### src/hw/aars_defs.svh
`ifndef AARS_DEFS_SVH
`define AARS_DEFS_SVH

// ----------------------------------------
// Register byte offsets
// ----------------------------------------
`define AARS_OFF_CTRL_A 8'h00
`define AARS_OFF_CTRL_B 8'h04
`define AARS_OFF_CHSEL 8'h08
`define AARS_OFF_RES_LOW 8'h0c
`define AARS_OFF_RES_HIGH 8'h10
`define AARS_OFF_DID_A 8'h14
`define AARS_OFF_DID_B 8'h18
`define AARS_OFF_AMP0 8'h1c
`define AARS_OFF_AMP1 8'h20

// ----------------------------------------
// Field positions
// ----------------------------------------
`define AARS_CA_EN 7
`define AARS_CA_START 6
`define AARS_CA_AUTO 5
`define AARS_CA_DONE 4
`define AARS_CB_AMPREQ 4
`define AARS_CS_LADJ 5
`define AARS_AMP_EN 7
`define AARS_AMP_SHUNT 6
`define AARS_AMP_WMASK 8'hf3

// ----------------------------------------
// Codes and reset values
// ----------------------------------------
`define AARS_MUX_AMP0 4'hb
`define AARS_MUX_AMP1 4'hc
`define AARS_ATS_FREE 4'h0
`define AARS_ATS_PSC 2'b10
`define AARS_TS_INTERNAL 2'b00
`define AARS_RST_BYTE 8'h00
`define AARS_RST_RESULT 10'h000

// ----------------------------------------
// Timing counts, in converter clock cycles
// ----------------------------------------
`define AARS_CONV_CYCLES 8'd13
`define AARS_CONV_CYCLES_SYNC 8'd14
`define AARS_SAMPLE_CYCLES 8'd2
`define AARS_SYNC_DIV_RISE 3'h3

`endif

### src/hw/aars_pkg.sv
package aars_pkg;
  typedef enum logic [2:0] {
    AARS_IDLE = 3'b001,
    AARS_WAIT = 3'b010,
    AARS_RUN = 3'b100
  } aars_conv_state_e;

  typedef enum logic [1:0] {
    AARS_GAIN_5 = 2'b00,
    AARS_GAIN_10 = 2'b01,
    AARS_GAIN_20 = 2'b10,
    AARS_GAIN_40 = 2'b11
  } aars_gain_e;

  typedef logic [9:0] aars_result_t;

  function automatic logic [7:0] aars_div_last(input logic [2:0] ps);
    logic [7:0] f;
    f = (ps == 3'h0) ? 8'h02 : (8'h01 << ps);
    return f - 8'h01;
  endfunction
endpackage

### src/hw/aars_conv_if.sv
`timescale 1ns/10ps
interface aars_conv_if;
  logic [2:0] prescale;
  logic start;
  logic len14;
  logic abort;
  logic tick;
  logic busy;
  logic sampling;
  logic done;

  modport ctrl (output prescale, output start, output len14, output abort,
                input tick, input busy, input sampling, input done);
  modport seq (input prescale, input start, input len14, input abort,
               output tick, output busy, output sampling, output done);
endinterface

### src/hw/aars_ampsync.sv
`timescale 1ns/10ps
`include "aars_defs.svh"
module aars_ampsync import aars_pkg::*; (
  input wire logic pclk,
  input wire logic presetn,
  input wire logic conv_tick,
  input wire logic amp_en,
  input wire logic [1:0] trig_sel,
  input wire logic [2:0] psc_event,
  output logic amp_sync_clock,
  output logic amp_event
);
  logic [2:0] div_cnt;
  logic next_event;

  // ----------------------------------------
  // Divide-by-eight sync clock and event pick
  // ----------------------------------------
  always_ff @(posedge pclk or negedge presetn) begin
    if (!presetn) begin
      div_cnt <= 3'h0;
    end else if (conv_tick) begin
      div_cnt <= div_cnt + 3'h1;
    end
  end

  assign amp_sync_clock = div_cnt[2];

  always_comb begin
    if (trig_sel == `AARS_TS_INTERNAL) begin
      next_event = conv_tick && (div_cnt == `AARS_SYNC_DIV_RISE);
    end else begin
      next_event = psc_event[trig_sel - 2'h1];
    end
  end

  // Runs whether or not a conversion is under way
  always_ff @(posedge pclk or negedge presetn) begin
    if (!presetn) begin
      amp_event <= 1'b0;
    end else begin
      amp_event <= amp_en && next_event;
    end
  end

  // ----------------------------------------
  // Checks
  // ----------------------------------------
  property p_int_phase;
    @(posedge pclk) disable iff (!presetn)
      amp_event && $past(trig_sel) == `AARS_TS_INTERNAL |-> $past(conv_tick) && $past(div_cnt) == `AARS_SYNC_DIV_RISE;
  endproperty
  a_int_phase: assert property (p_int_phase) else $error("internal sync event off phase");

  property p_psc_event;
    @(posedge pclk) disable iff (!presetn)
      amp_en && trig_sel == 2'b10 && psc_event[1] |=> amp_event;
  endproperty
  a_psc_event: assert property (p_psc_event) else $error("power stage event not amplified");
endmodule

### src/hw/aars_conv.sv
`timescale 1ns/10ps
`include "aars_defs.svh"
module aars_conv import aars_pkg::*; (
  input wire logic pclk,
  input wire logic presetn,
  aars_conv_if.seq cif
);
  aars_conv_state_e state;
  logic [7:0] pre_cnt;
  logic [7:0] cnt;
  logic len_q;
  logic done_q;

  // ----------------------------------------
  // Converter clock prescaler
  // ----------------------------------------
  always_ff @(posedge pclk or negedge presetn) begin
    if (!presetn) begin
      pre_cnt <= 8'h00;
    end else if (pre_cnt >= aars_div_last(cif.prescale)) begin
      pre_cnt <= 8'h00;
    end else begin
      pre_cnt <= pre_cnt + 8'h01;
    end
  end

  assign cif.tick = (pre_cnt >= aars_div_last(cif.prescale));

  // ----------------------------------------
  // Conversion sequencer
  // ----------------------------------------
  always_ff @(posedge pclk or negedge presetn) begin
    if (!presetn) begin
      state <= AARS_IDLE;
      cnt <= 8'h00;
      len_q <= 1'b0;
      done_q <= 1'b0;
    end else begin
      done_q <= 1'b0;
      case (state)
        AARS_IDLE: begin
          if (cif.start) begin
            state <= AARS_WAIT;
            len_q <= cif.len14;
          end
        end
        AARS_WAIT: begin
          if (cif.tick) begin
            state <= AARS_RUN;
            cnt <= 8'h00;
          end
        end
        AARS_RUN: begin
          // A moving amplifier output spoils the sample, so go back and resample
          if (cif.abort && cif.sampling) begin
            state <= AARS_WAIT;
          end else if (cif.tick) begin
            if (cnt == (len_q ? `AARS_CONV_CYCLES_SYNC : `AARS_CONV_CYCLES) - 8'd1) begin
              state <= AARS_IDLE;
              done_q <= 1'b1;
            end else begin
              cnt <= cnt + 8'h01;
            end
          end
        end
        default: begin
          state <= AARS_IDLE;
        end
      endcase
    end
  end

  assign cif.busy = (state != AARS_IDLE);
  assign cif.sampling = (state == AARS_RUN) && (cnt < `AARS_SAMPLE_CYCLES);
  assign cif.done = done_q;

  // ----------------------------------------
  // Checks
  // ----------------------------------------
  property p_length;
    @(posedge pclk) disable iff (!presetn)
      $rose(done_q) |-> $past(cnt) == ($past(len_q) ? 8'd13 : 8'd12);
  endproperty
  a_length: assert property (p_length) else $error("conversion length wrong");

  property p_abort;
    @(posedge pclk) disable iff (!presetn)
      state == AARS_RUN && cif.abort && cif.sampling |=> state == AARS_WAIT ##0 !done_q;
  endproperty
  a_abort: assert property (p_abort) else $error("unstable sample not restarted");
endmodule

### src/hw/aars_top.sv
// The APB interface to the registers and the address map were decided locally.
`timescale 1ns/10ps
`include "aars_defs.svh"
module aars_top import aars_pkg::*; #(
  parameter bit IMPROVED_REV = 1'b0
) (
  input wire logic pclk,
  input wire logic presetn,
  input wire logic psel,
  input wire logic penable,
  input wire logic pwrite,
  input wire logic [7:0] paddr,
  input wire logic [31:0] pwdata,
  output logic [31:0] prdata,
  output logic pready,
  output logic pslverr,
  input wire logic [2:0] power_stage_sync_event,
  input wire aars_result_t conv_result_in,
  input wire logic amp_out_changing,
  input wire logic [13:0] pin_raw_in,
  output logic [13:0] pin_port_in,
  output logic [13:0] pin_input_off_bits,
  output logic [3:0] channel_select_out,
  output logic conv_sampling,
  output logic [1:0] amp_enable,
  output logic [1:0] amp_shunt,
  output aars_gain_e amp_gain_field [2],
  output logic [1:0] amp_sync_clock,
  output logic [1:0] amp_sample
);
  aars_conv_if cif ();

  logic ctrl_en, conversion_start_bit, auto_en, done_flag, left_adjust, lock, launched;
  logic amp_start_request;
  logic [2:0] prescale;
  logic [3:0] auto_trigger_select, channel_select;
  logic [7:0] digital_input_disable_a;
  logic [5:0] digital_input_disable_b;
  logic [1:0][7:0] amp_control;
  aars_result_t result;
  logic acc, wr, rd, amp_ch, amp_idx, amp_evt_sel, amp_clk_sel, trig_evt, free_run;
  logic req_go, sw_go, sw_set, trig_set, mapped;
  logic [7:0] result_high_byte, result_low_byte;
  logic [1:0] amp_evt;

  function automatic logic hit(input logic strobe, input logic [7:0] a, input logic [7:0] off);
    return strobe && (a == off);
  endfunction

  // ----------------------------------------
  // APB decode
  // ----------------------------------------
  assign acc = psel && penable;
  assign wr = acc && pwrite;
  assign rd = acc && !pwrite;
  assign pready = 1'b1;
  assign mapped = (paddr <= `AARS_OFF_AMP1) && (paddr[1:0] == 2'b00);
  assign pslverr = acc && !mapped;

  // ----------------------------------------
  // Channel and start decisions
  // ----------------------------------------
  assign amp_ch = (channel_select == `AARS_MUX_AMP0) || (channel_select == `AARS_MUX_AMP1);
  assign amp_idx = (channel_select == `AARS_MUX_AMP1);
  assign amp_evt_sel = amp_evt[amp_idx];
  assign amp_clk_sel = amp_sync_clock[amp_idx] && (amp_control[amp_idx][1:0] == `AARS_TS_INTERNAL);
  // Trigger decode only knows the power stage sources
  assign trig_evt = auto_en && (auto_trigger_select[3:2] == `AARS_ATS_PSC) &&
                    (auto_trigger_select[1:0] != 2'b11) && power_stage_sync_event[auto_trigger_select[1:0]];
  // Free running restart is withheld on amplified channels
  assign free_run = auto_en && (auto_trigger_select == `AARS_ATS_FREE) && !amp_ch;
  assign req_go = !IMPROVED_REV && amp_start_request && amp_ch && amp_evt_sel &&
                  !conversion_start_bit && ctrl_en;
  // Original revision holds amplified starts for the amplifier clock event
  assign sw_go = conversion_start_bit && !launched && ctrl_en &&
                 (IMPROVED_REV || !amp_ch || amp_evt_sel);
  // A pending amplified request blocks software start writes on other channels
  assign sw_set = hit(wr, paddr, `AARS_OFF_CTRL_A) && pwdata[`AARS_CA_START] &&
                  !(amp_start_request && !amp_ch);
  assign trig_set = trig_evt && !conversion_start_bit;

  assign cif.start = req_go || sw_go;
  assign cif.len14 = amp_ch && amp_clk_sel && !auto_en;
  assign cif.abort = IMPROVED_REV && amp_ch && amp_out_changing;
  assign cif.prescale = prescale;
  assign conv_sampling = cif.sampling;

  aars_conv u_conv (
    .pclk(pclk),
    .presetn(presetn),
    .cif(cif)
  );

  for (genvar i = 0; i < 2; i++) begin : g_amp
    aars_ampsync u_sync (
      .pclk(pclk),
      .presetn(presetn),
      .conv_tick(cif.tick),
      .amp_en(amp_control[i][`AARS_AMP_EN]),
      .trig_sel(amp_control[i][1:0]),
      .psc_event(power_stage_sync_event),
      .amp_sync_clock(amp_sync_clock[i]),
      .amp_event(amp_evt[i])
    );
    assign amp_enable[i] = amp_control[i][`AARS_AMP_EN];
    assign amp_shunt[i] = amp_control[i][`AARS_AMP_SHUNT];
    assign amp_gain_field[i] = aars_gain_e'(amp_control[i][5:4]);
  end
  assign amp_sample = amp_evt;

  // ----------------------------------------
  // Control registers
  // ----------------------------------------
  always_ff @(posedge pclk or negedge presetn) begin
    if (!presetn) begin
      ctrl_en <= 1'b0;
      auto_en <= 1'b0;
      prescale <= 3'h0;
      auto_trigger_select <= 4'h0;
      channel_select <= 4'h0;
      left_adjust <= 1'b0;
      amp_control <= '0;
      digital_input_disable_a <= `AARS_RST_BYTE;
      digital_input_disable_b <= 6'h00;
    end else begin
      if (hit(wr, paddr, `AARS_OFF_CTRL_A)) begin
        ctrl_en <= pwdata[`AARS_CA_EN];
        auto_en <= pwdata[`AARS_CA_AUTO];
        prescale <= pwdata[2:0];
      end
      if (hit(wr, paddr, `AARS_OFF_CTRL_B)) begin
        auto_trigger_select <= pwdata[3:0];
      end
      // A channel select write during a conversion is dropped, not held for the conversion end
      if (hit(wr, paddr, `AARS_OFF_CHSEL) && !cif.busy) begin
        channel_select <= pwdata[3:0];
        left_adjust <= pwdata[`AARS_CS_LADJ];
      end
      if (hit(wr, paddr, `AARS_OFF_DID_A)) begin
        digital_input_disable_a <= pwdata[7:0];
      end
      if (hit(wr, paddr, `AARS_OFF_DID_B)) begin
        digital_input_disable_b <= pwdata[5:0];
      end
      if (hit(wr, paddr, `AARS_OFF_AMP0)) begin
        amp_control[0] <= pwdata[7:0] & `AARS_AMP_WMASK;
      end
      if (hit(wr, paddr, `AARS_OFF_AMP1)) begin
        amp_control[1] <= pwdata[7:0] & `AARS_AMP_WMASK;
      end
    end
  end

  // ----------------------------------------
  // Start bit, request bit and launch tracking
  // ----------------------------------------
  always_ff @(posedge pclk or negedge presetn) begin
    if (!presetn) begin
      conversion_start_bit <= 1'b0;
    end else if (req_go || sw_set || trig_set) begin
      conversion_start_bit <= 1'b1;
    end else if (cif.done && !free_run) begin
      conversion_start_bit <= 1'b0;
    end
  end

  always_ff @(posedge pclk or negedge presetn) begin
    if (!presetn) begin
      launched <= 1'b0;
    end else if (cif.done) begin
      launched <= 1'b0;
    end else if (cif.start) begin
      launched <= 1'b1;
    end
  end

  // Software write wins over the hardware clear in the same cycle
  always_ff @(posedge pclk or negedge presetn) begin
    if (!presetn) begin
      amp_start_request <= 1'b0;
    end else if (hit(wr, paddr, `AARS_OFF_CTRL_B)) begin
      amp_start_request <= pwdata[`AARS_CB_AMPREQ] && !IMPROVED_REV;
    end else if (req_go) begin
      amp_start_request <= 1'b0;
    end
  end

  // Set by a finished conversion, cleared by writing one; a set wins
  always_ff @(posedge pclk or negedge presetn) begin
    if (!presetn) begin
      done_flag <= 1'b0;
    end else if (cif.done) begin
      done_flag <= 1'b1;
    end else if (hit(wr, paddr, `AARS_OFF_CTRL_A) && pwdata[`AARS_CA_DONE]) begin
      done_flag <= 1'b0;
    end
  end

  // ----------------------------------------
  // Result capture and read-order lock
  // ----------------------------------------
  // A result finishing while locked is dropped, never half written
  always_ff @(posedge pclk or negedge presetn) begin
    if (!presetn) begin
      result <= `AARS_RST_RESULT;
    end else if (cif.done && !lock) begin
      result <= conv_result_in;
    end
  end

  always_ff @(posedge pclk or negedge presetn) begin
    if (!presetn) begin
      lock <= 1'b0;
    end else if (hit(rd, paddr, `AARS_OFF_RES_HIGH)) begin
      lock <= 1'b0;
    end else if (hit(rd, paddr, `AARS_OFF_RES_LOW)) begin
      lock <= 1'b1;
    end
  end

  assign result_high_byte = left_adjust ? result[9:2] : {6'h00, result[9:8]};
  assign result_low_byte = left_adjust ? {result[1:0], 6'h00} : result[7:0];

  // ----------------------------------------
  // Pin input gating
  // ----------------------------------------
  always_ff @(posedge pclk or negedge presetn) begin
    if (!presetn) begin
      pin_port_in <= 14'h0000;
    end else begin
      pin_port_in <= pin_raw_in & ~{digital_input_disable_b, digital_input_disable_a};
    end
  end
  assign pin_input_off_bits = {digital_input_disable_b, digital_input_disable_a};
  assign channel_select_out = channel_select;

  // ----------------------------------------
  // Read mux
  // ----------------------------------------
  always_comb begin
    prdata = 32'h0000_0000;
    if (rd) begin
      case (paddr)
        `AARS_OFF_CTRL_A: prdata[7:0] = {ctrl_en, conversion_start_bit, auto_en, done_flag, 1'b0, prescale};
        `AARS_OFF_CTRL_B: prdata[7:0] = {3'h0, amp_start_request, auto_trigger_select};
        `AARS_OFF_CHSEL: prdata[7:0] = {2'h0, left_adjust, 1'b0, channel_select};
        `AARS_OFF_RES_LOW: prdata[7:0] = result_low_byte;
        `AARS_OFF_RES_HIGH: prdata[7:0] = result_high_byte;
        `AARS_OFF_DID_A: prdata[7:0] = digital_input_disable_a;
        `AARS_OFF_DID_B: prdata[7:0] = {2'h0, digital_input_disable_b};
        `AARS_OFF_AMP0: prdata[7:0] = amp_control[0];
        `AARS_OFF_AMP1: prdata[7:0] = amp_control[1];
        default: prdata = 32'h0000_0000;
      endcase
    end
  end

  // ----------------------------------------
  // Checks
  // ----------------------------------------
  property p_capture;
    @(posedge pclk) disable iff (!presetn)
      cif.done && !lock |=> result == $past(conv_result_in);
  endproperty
  a_capture: assert property (p_capture) else $error("result not captured");

  property p_lock_hold;
    @(posedge pclk) disable iff (!presetn)
      lock && !hit(rd, paddr, `AARS_OFF_RES_HIGH) |=> $stable(result);
  endproperty
  a_lock_hold: assert property (p_lock_hold) else $error("locked result changed");

  property p_unlock;
    @(posedge pclk) disable iff (!presetn)
      hit(rd, paddr, `AARS_OFF_RES_HIGH) |=> !lock;
  endproperty
  a_unlock: assert property (p_unlock) else $error("high read left lock set");

  property p_left_adj;
    @(posedge pclk) disable iff (!presetn)
      hit(rd, paddr, `AARS_OFF_RES_HIGH) && left_adjust |-> prdata == {24'h0, result[9:2]};
  endproperty
  a_left_adj: assert property (p_left_adj) else $error("left adjusted high byte wrong");

  property p_right_adj;
    @(posedge pclk) disable iff (!presetn)
      hit(rd, paddr, `AARS_OFF_RES_HIGH) && !left_adjust |-> prdata[7:2] == 6'h00;
  endproperty
  a_right_adj: assert property (p_right_adj) else $error("right adjusted high byte not zero above");

  property p_pin_off;
    @(posedge pclk) disable iff (!presetn)
      ##1 (pin_port_in & $past(pin_input_off_bits)) == 14'h0000;
  endproperty
  a_pin_off: assert property (p_pin_off) else $error("disabled pin read non-zero");

  property p_no_restart;
    @(posedge pclk) disable iff (!presetn)
      cif.busy |-> !cif.start;
  endproperty
  a_no_restart: assert property (p_no_restart) else $error("start while converting");

  property p_req_launch;
    @(posedge pclk) disable iff (!presetn)
      req_go && !hit(wr, paddr, `AARS_OFF_CTRL_B) |-> cif.start ##1 (conversion_start_bit && !amp_start_request);
  endproperty
  a_req_launch: assert property (p_req_launch) else $error("request not launched on amp event");

  property p_immediate;
    @(posedge pclk) disable iff (!presetn)
      IMPROVED_REV && conversion_start_bit && !launched && ctrl_en && !cif.busy |-> cif.start;
  endproperty
  a_immediate: assert property (p_immediate) else $error("improved start delayed");

  c_locked_drop: cover property (@(posedge pclk) disable iff (!presetn) cif.done && lock);
  c_amp_start: cover property (@(posedge pclk) disable iff (!presetn) cif.start && amp_ch);
  c_free_run: cover property (@(posedge pclk) disable iff (!presetn) cif.done && free_run);
endmodule

### config.mk
export PLATFORM = sky130hd
export DESIGN_NAME = aars_top
export DESIGN_NICKNAME = d
export VERILOG_FILES = /design/src/hw/aars_pkg.sv /design/src/hw/aars_conv_if.sv /design/src/hw/aars_ampsync.sv /design/src/hw/aars_conv.sv /design/src/hw/aars_top.sv
export VERILOG_INCLUDE_DIRS = /design/src /design/src/hw
export SDC_FILE = /design/constraint.sdc
export NUM_CORES = 1
export LEC_CHECK = 0
export ABC_AREA = 1
export BUFFER_PORTS_ARGS = -buffer_cell sky130_fd_sc_hd__buf_4
export CELL_PAD_IN_SITES_DETAIL_PLACEMENT = 2
export CELL_PAD_IN_SITES_GLOBAL_PLACEMENT = 2
export CORE_MARGIN = 2
export CORE_UTILIZATION = 31
export CTS_BUF_LIST = sky130_fd_sc_hd__clkbuf_4 sky130_fd_sc_hd__clkbuf_8
export DETAILED_ROUTE_END_ITERATION = 8
export HOLD_SLACK_MARGIN = 0.02
export PLACE_DENSITY = 0.88
export SLEW_MARGIN = 20
export SYNTH_ARGS = -nofsm -noshare
export SYNTH_HDL_FRONTEND = slang
export SYNTH_SLANG_ARGS = --single-unit
### constraint.sdc
create_clock -name pclk -period 2.43 [get_ports pclk]
set_input_delay 0.3645 -clock pclk [delete_from_list [all_inputs] [get_ports pclk]]
set_output_delay 0.3645 -clock pclk [all_outputs]
set_load 0.02 [all_outputs]
==> results.ini <==
[run_status]
status = finished clean

[grt]
antenna_found_initial = 0
grt_pass1_wl_um = 32300
grt_overflow = 0
grt.total_usage_pct = 21.2
first_global_vias = 5782
grt_max_degree = 48

[route]
highest_layer = met4
wire_per_inst_um = 19.2
firstDrtPassIters = 4
wl_met2_um = 10300
routed_via_density = 4.92
drc = 0
wl_met1_um = 8940
antenna_left = 0
drt_iter0_drc = 222
wl_um = 20400
vias = 5229
wl_met3_um = 785

[floorplan]
start_util_pct = 31.6
fp-row-count = 49
die_x_um = 139
io_pins = 152
die_y_um = 139
core_mm2 = 0.0180
die-area_mm2 = 0.0194

[final_layout]
drive_gt1_share_pct = 27.1
syn_to_final_growth_pct = 22.0
fin_nets = 917
fin_area_mm2 = 0.00693
diodes = 0

[pwr]
clockPowerShare_pct = 28.8
leakage_nw = 3.49
vdd_drop_max_v = 0.000252
power_frac_seq_pct = 45.6
pwr-share-comb_pct = 25.6
p_int_w = 0.00265
swShare_pct = 34.8
p_sw_w = 0.00141
p_per_area_mw_per_mm2 = 586

[timing]
tightest_slew_ns = 0.531
slew_headroom_pct = 64.6
setup_viol = 0
skew_ns = 0.0164
setup_tns_ns = 0
fmaxAchievable_mhz = 427
hold_viol_final = 0
period_share_pct = 96.4
period_needed_ns = 2.34
rsz0062_at_grt = true
finalMaxSlewViolations = 0

[worst_hold_path]
hp-class = in -> reg

[synth]
postSynthCellCount = 724
synth_top_cell_by_area = dfrtp_1
yosysTopAreaCellShare_pct = 42.7
synth_area_per_cell_um2 = 7.85
ys_seq_elements = 98
synth_cell_type_count = 41
synth_flop_cell = dfrtp_1
yosys-top-cells-area = dfrtp_1 (43%), nand2_1 (13%), buf_4 (5.2%), nand3_1 (5.0%), inv_1 (4.9%)
synth_area_mm2 = 0.00568
ys_async_sr_fraction_pct = 100
yosysSeqAreaShare_pct = 43.2
yosys_warnings = 0
synth_edf_count = 0
synth.most_common_cell = nand2_1
synth_commonest_cells = nand2_1 (193), dfrtp_1 (97), inv_1 (74), nor2_1 (70), nand3_1 (57)

[critical_path]
worstPathMaxFanout = 8
cp_data_arrival_time_ns = 2.68
required_ns = 2.77
path_buf_inv = 2
critPathLaunchType = flip-flop
cpLargestDelayFamily = simple AND/OR/NAND/NOR gates
cp_slowest_cell = dfrtp_1
crit_chain = buf_6, nor3_1, xor2_1, ha_1, a21oi_2, o21a_1, nand2_4, buf_12, nand2_8, nand2_2, nand2_2
crit_path_max_incr_delay_ns = 0.44
worstSetupPathType = reg -> reg
endpoint_kind = flip-flop
cp_common_cell = nand2_2
rrSetupSlack_ns = 0.09

[placed_design]
place.gp.congestion = 0.819
dpl.hpwl_um = 15300
io_buffer_count = 101
placed_area_mm2 = 0.00659

[clocking]
clock-sinks = 98
cts_buffers = 9
htreeDepth = 3
cts_tree = built
clk_path_buf_depth = 2
clk_latency_ns = 0.41
root_buffer = clkbuf_8
path_clk_slew_ns = 0.12

[run]
drv_cap = 0

[cell usage in the layout (no fill, tap or decap), types with 5 or more instances in the layout]
cell / instances
inv_1: 71
nand3_2: 6
nand2_2: 18
inv_2: 10
buf_4: 115
nor2_4: 9
dfrtp_1: 97
o21ai_2: 16
clkbuf_8: 9
a21oi_1: 12
nand4_1: 6
nor2_2: 7
conb_1: 25
xor2_1: 5
nand2_1: 186
o21ai_1: 27
a21oi_2: 5
nand3_1: 56
nor3_1: 6
ha_1: 15
mux2_2: 7
o21ai_0: 15
nor2_1: 68
[power by group through the flow]
stage               Clock, W  Combinational (W)  Sequential [W]
floorplan                  0           0.000577         0.00187
global placement           0           0.000918         0.00188
detailed placement         0           0.000979         0.00189
CTS                  0.00118            0.00100         0.00186
global route         0.00123            0.00117         0.00187
finish               0.00117            0.00104         0.00185
[metal layers]
layer | track usage, % | up-vias
met5 | 0 | -
met4 | 6.59 | 0
met3 | 2.65 | 22
met2 | 36.3 | 96
met1 | 28.1 | 2662
li1 | - | 2449
[final timing paths]
check,startpoint,end,cells past startpoint
min in group asynchronous,presetn,pin_port_in[5],2
max,cif.prescale[1],u_conv.cnt[2],11
min reg2reg,g_amp[0].u_sync.div_cnt[0],g_amp[0].u_sync.div_cnt[0],1
min,pin_raw_in[4],pin_port_in[4],3
max in group asynchronous,presetn,u_conv.state[0],3
max reg2reg,cif.prescale[1],u_conv.cnt[2],11
[layout make-up]
type / instances / area (µm²)
clock buffer: 9 / 124
clock inverter: 7 / 77.6
fill: 2057 / 11000
inverter: 84 / 322
multi-input combinational: 515 / 2730
sequential: 98 / 2450
tap: 229 / 287
timing repair buffer: 120 / 936
[worst min-delay path: cells and delay by family]
kind                   cells  cell delay [ns]
and+or+nand+nor            1             0.03
buffers and inverters      2             0.15
[sequential cells by signal (all words and copies together), names as in the netlist, 6 cells and up]
name / cells
g_amp.u_sync.div_cnt: 6
digital_input_disable_b: 6
u_conv.cnt: 8
u_conv.pre_cnt: 8
digital_input_disable_a: 8
pin_port_in: 14
result: 10
[cell families (layout without fill, tap and decap cells)]
kind of cell	count (synthesis)	after routing	share of synthesized area, %
AOI/OAI and AO/OA	82	82	8.74
buffers and inverters	134	220	11.8
DFF	98	98	43.2
and+or+nand+nor	376	376	29.9
muxes	7	7	1.39
xor gates and xnor gates	9	9	1.39
other	2	25	0.132
adders and majority gates	16	16	3.52
[metrics by stage]
stage | utilization (%) | hold slack (ns) | total power [W] | instances | worst slack (ns)
floorplan | - | 0.0689 | 0.00245 | 747 | 0.182
global placement | 36.7 | 0.367 | 0.00279 | 1041 | 0.140
detailed placement | 36.7 | 0.387 | 0.00287 | 1041 | -0.0291
CTS | 37.9 | 0.146 | 0.00404 | 1058 | 0.0150
global route | 38.6 | 0.151 | 0.00428 | 1062 | -0.101
finish | 38.6 | 0.145 | 0.00406 | 1062 | 0.0885
[timing repair]
action,4_1_cts,5_1_grt
pin swaps,0,11
hold buffers,1,0
setup buffers,0,4
setup endpoints to repair,10,29
gates resized for setup,2,28
hold endpoints to repair,34,0
(Power assumes the default switching activity.)
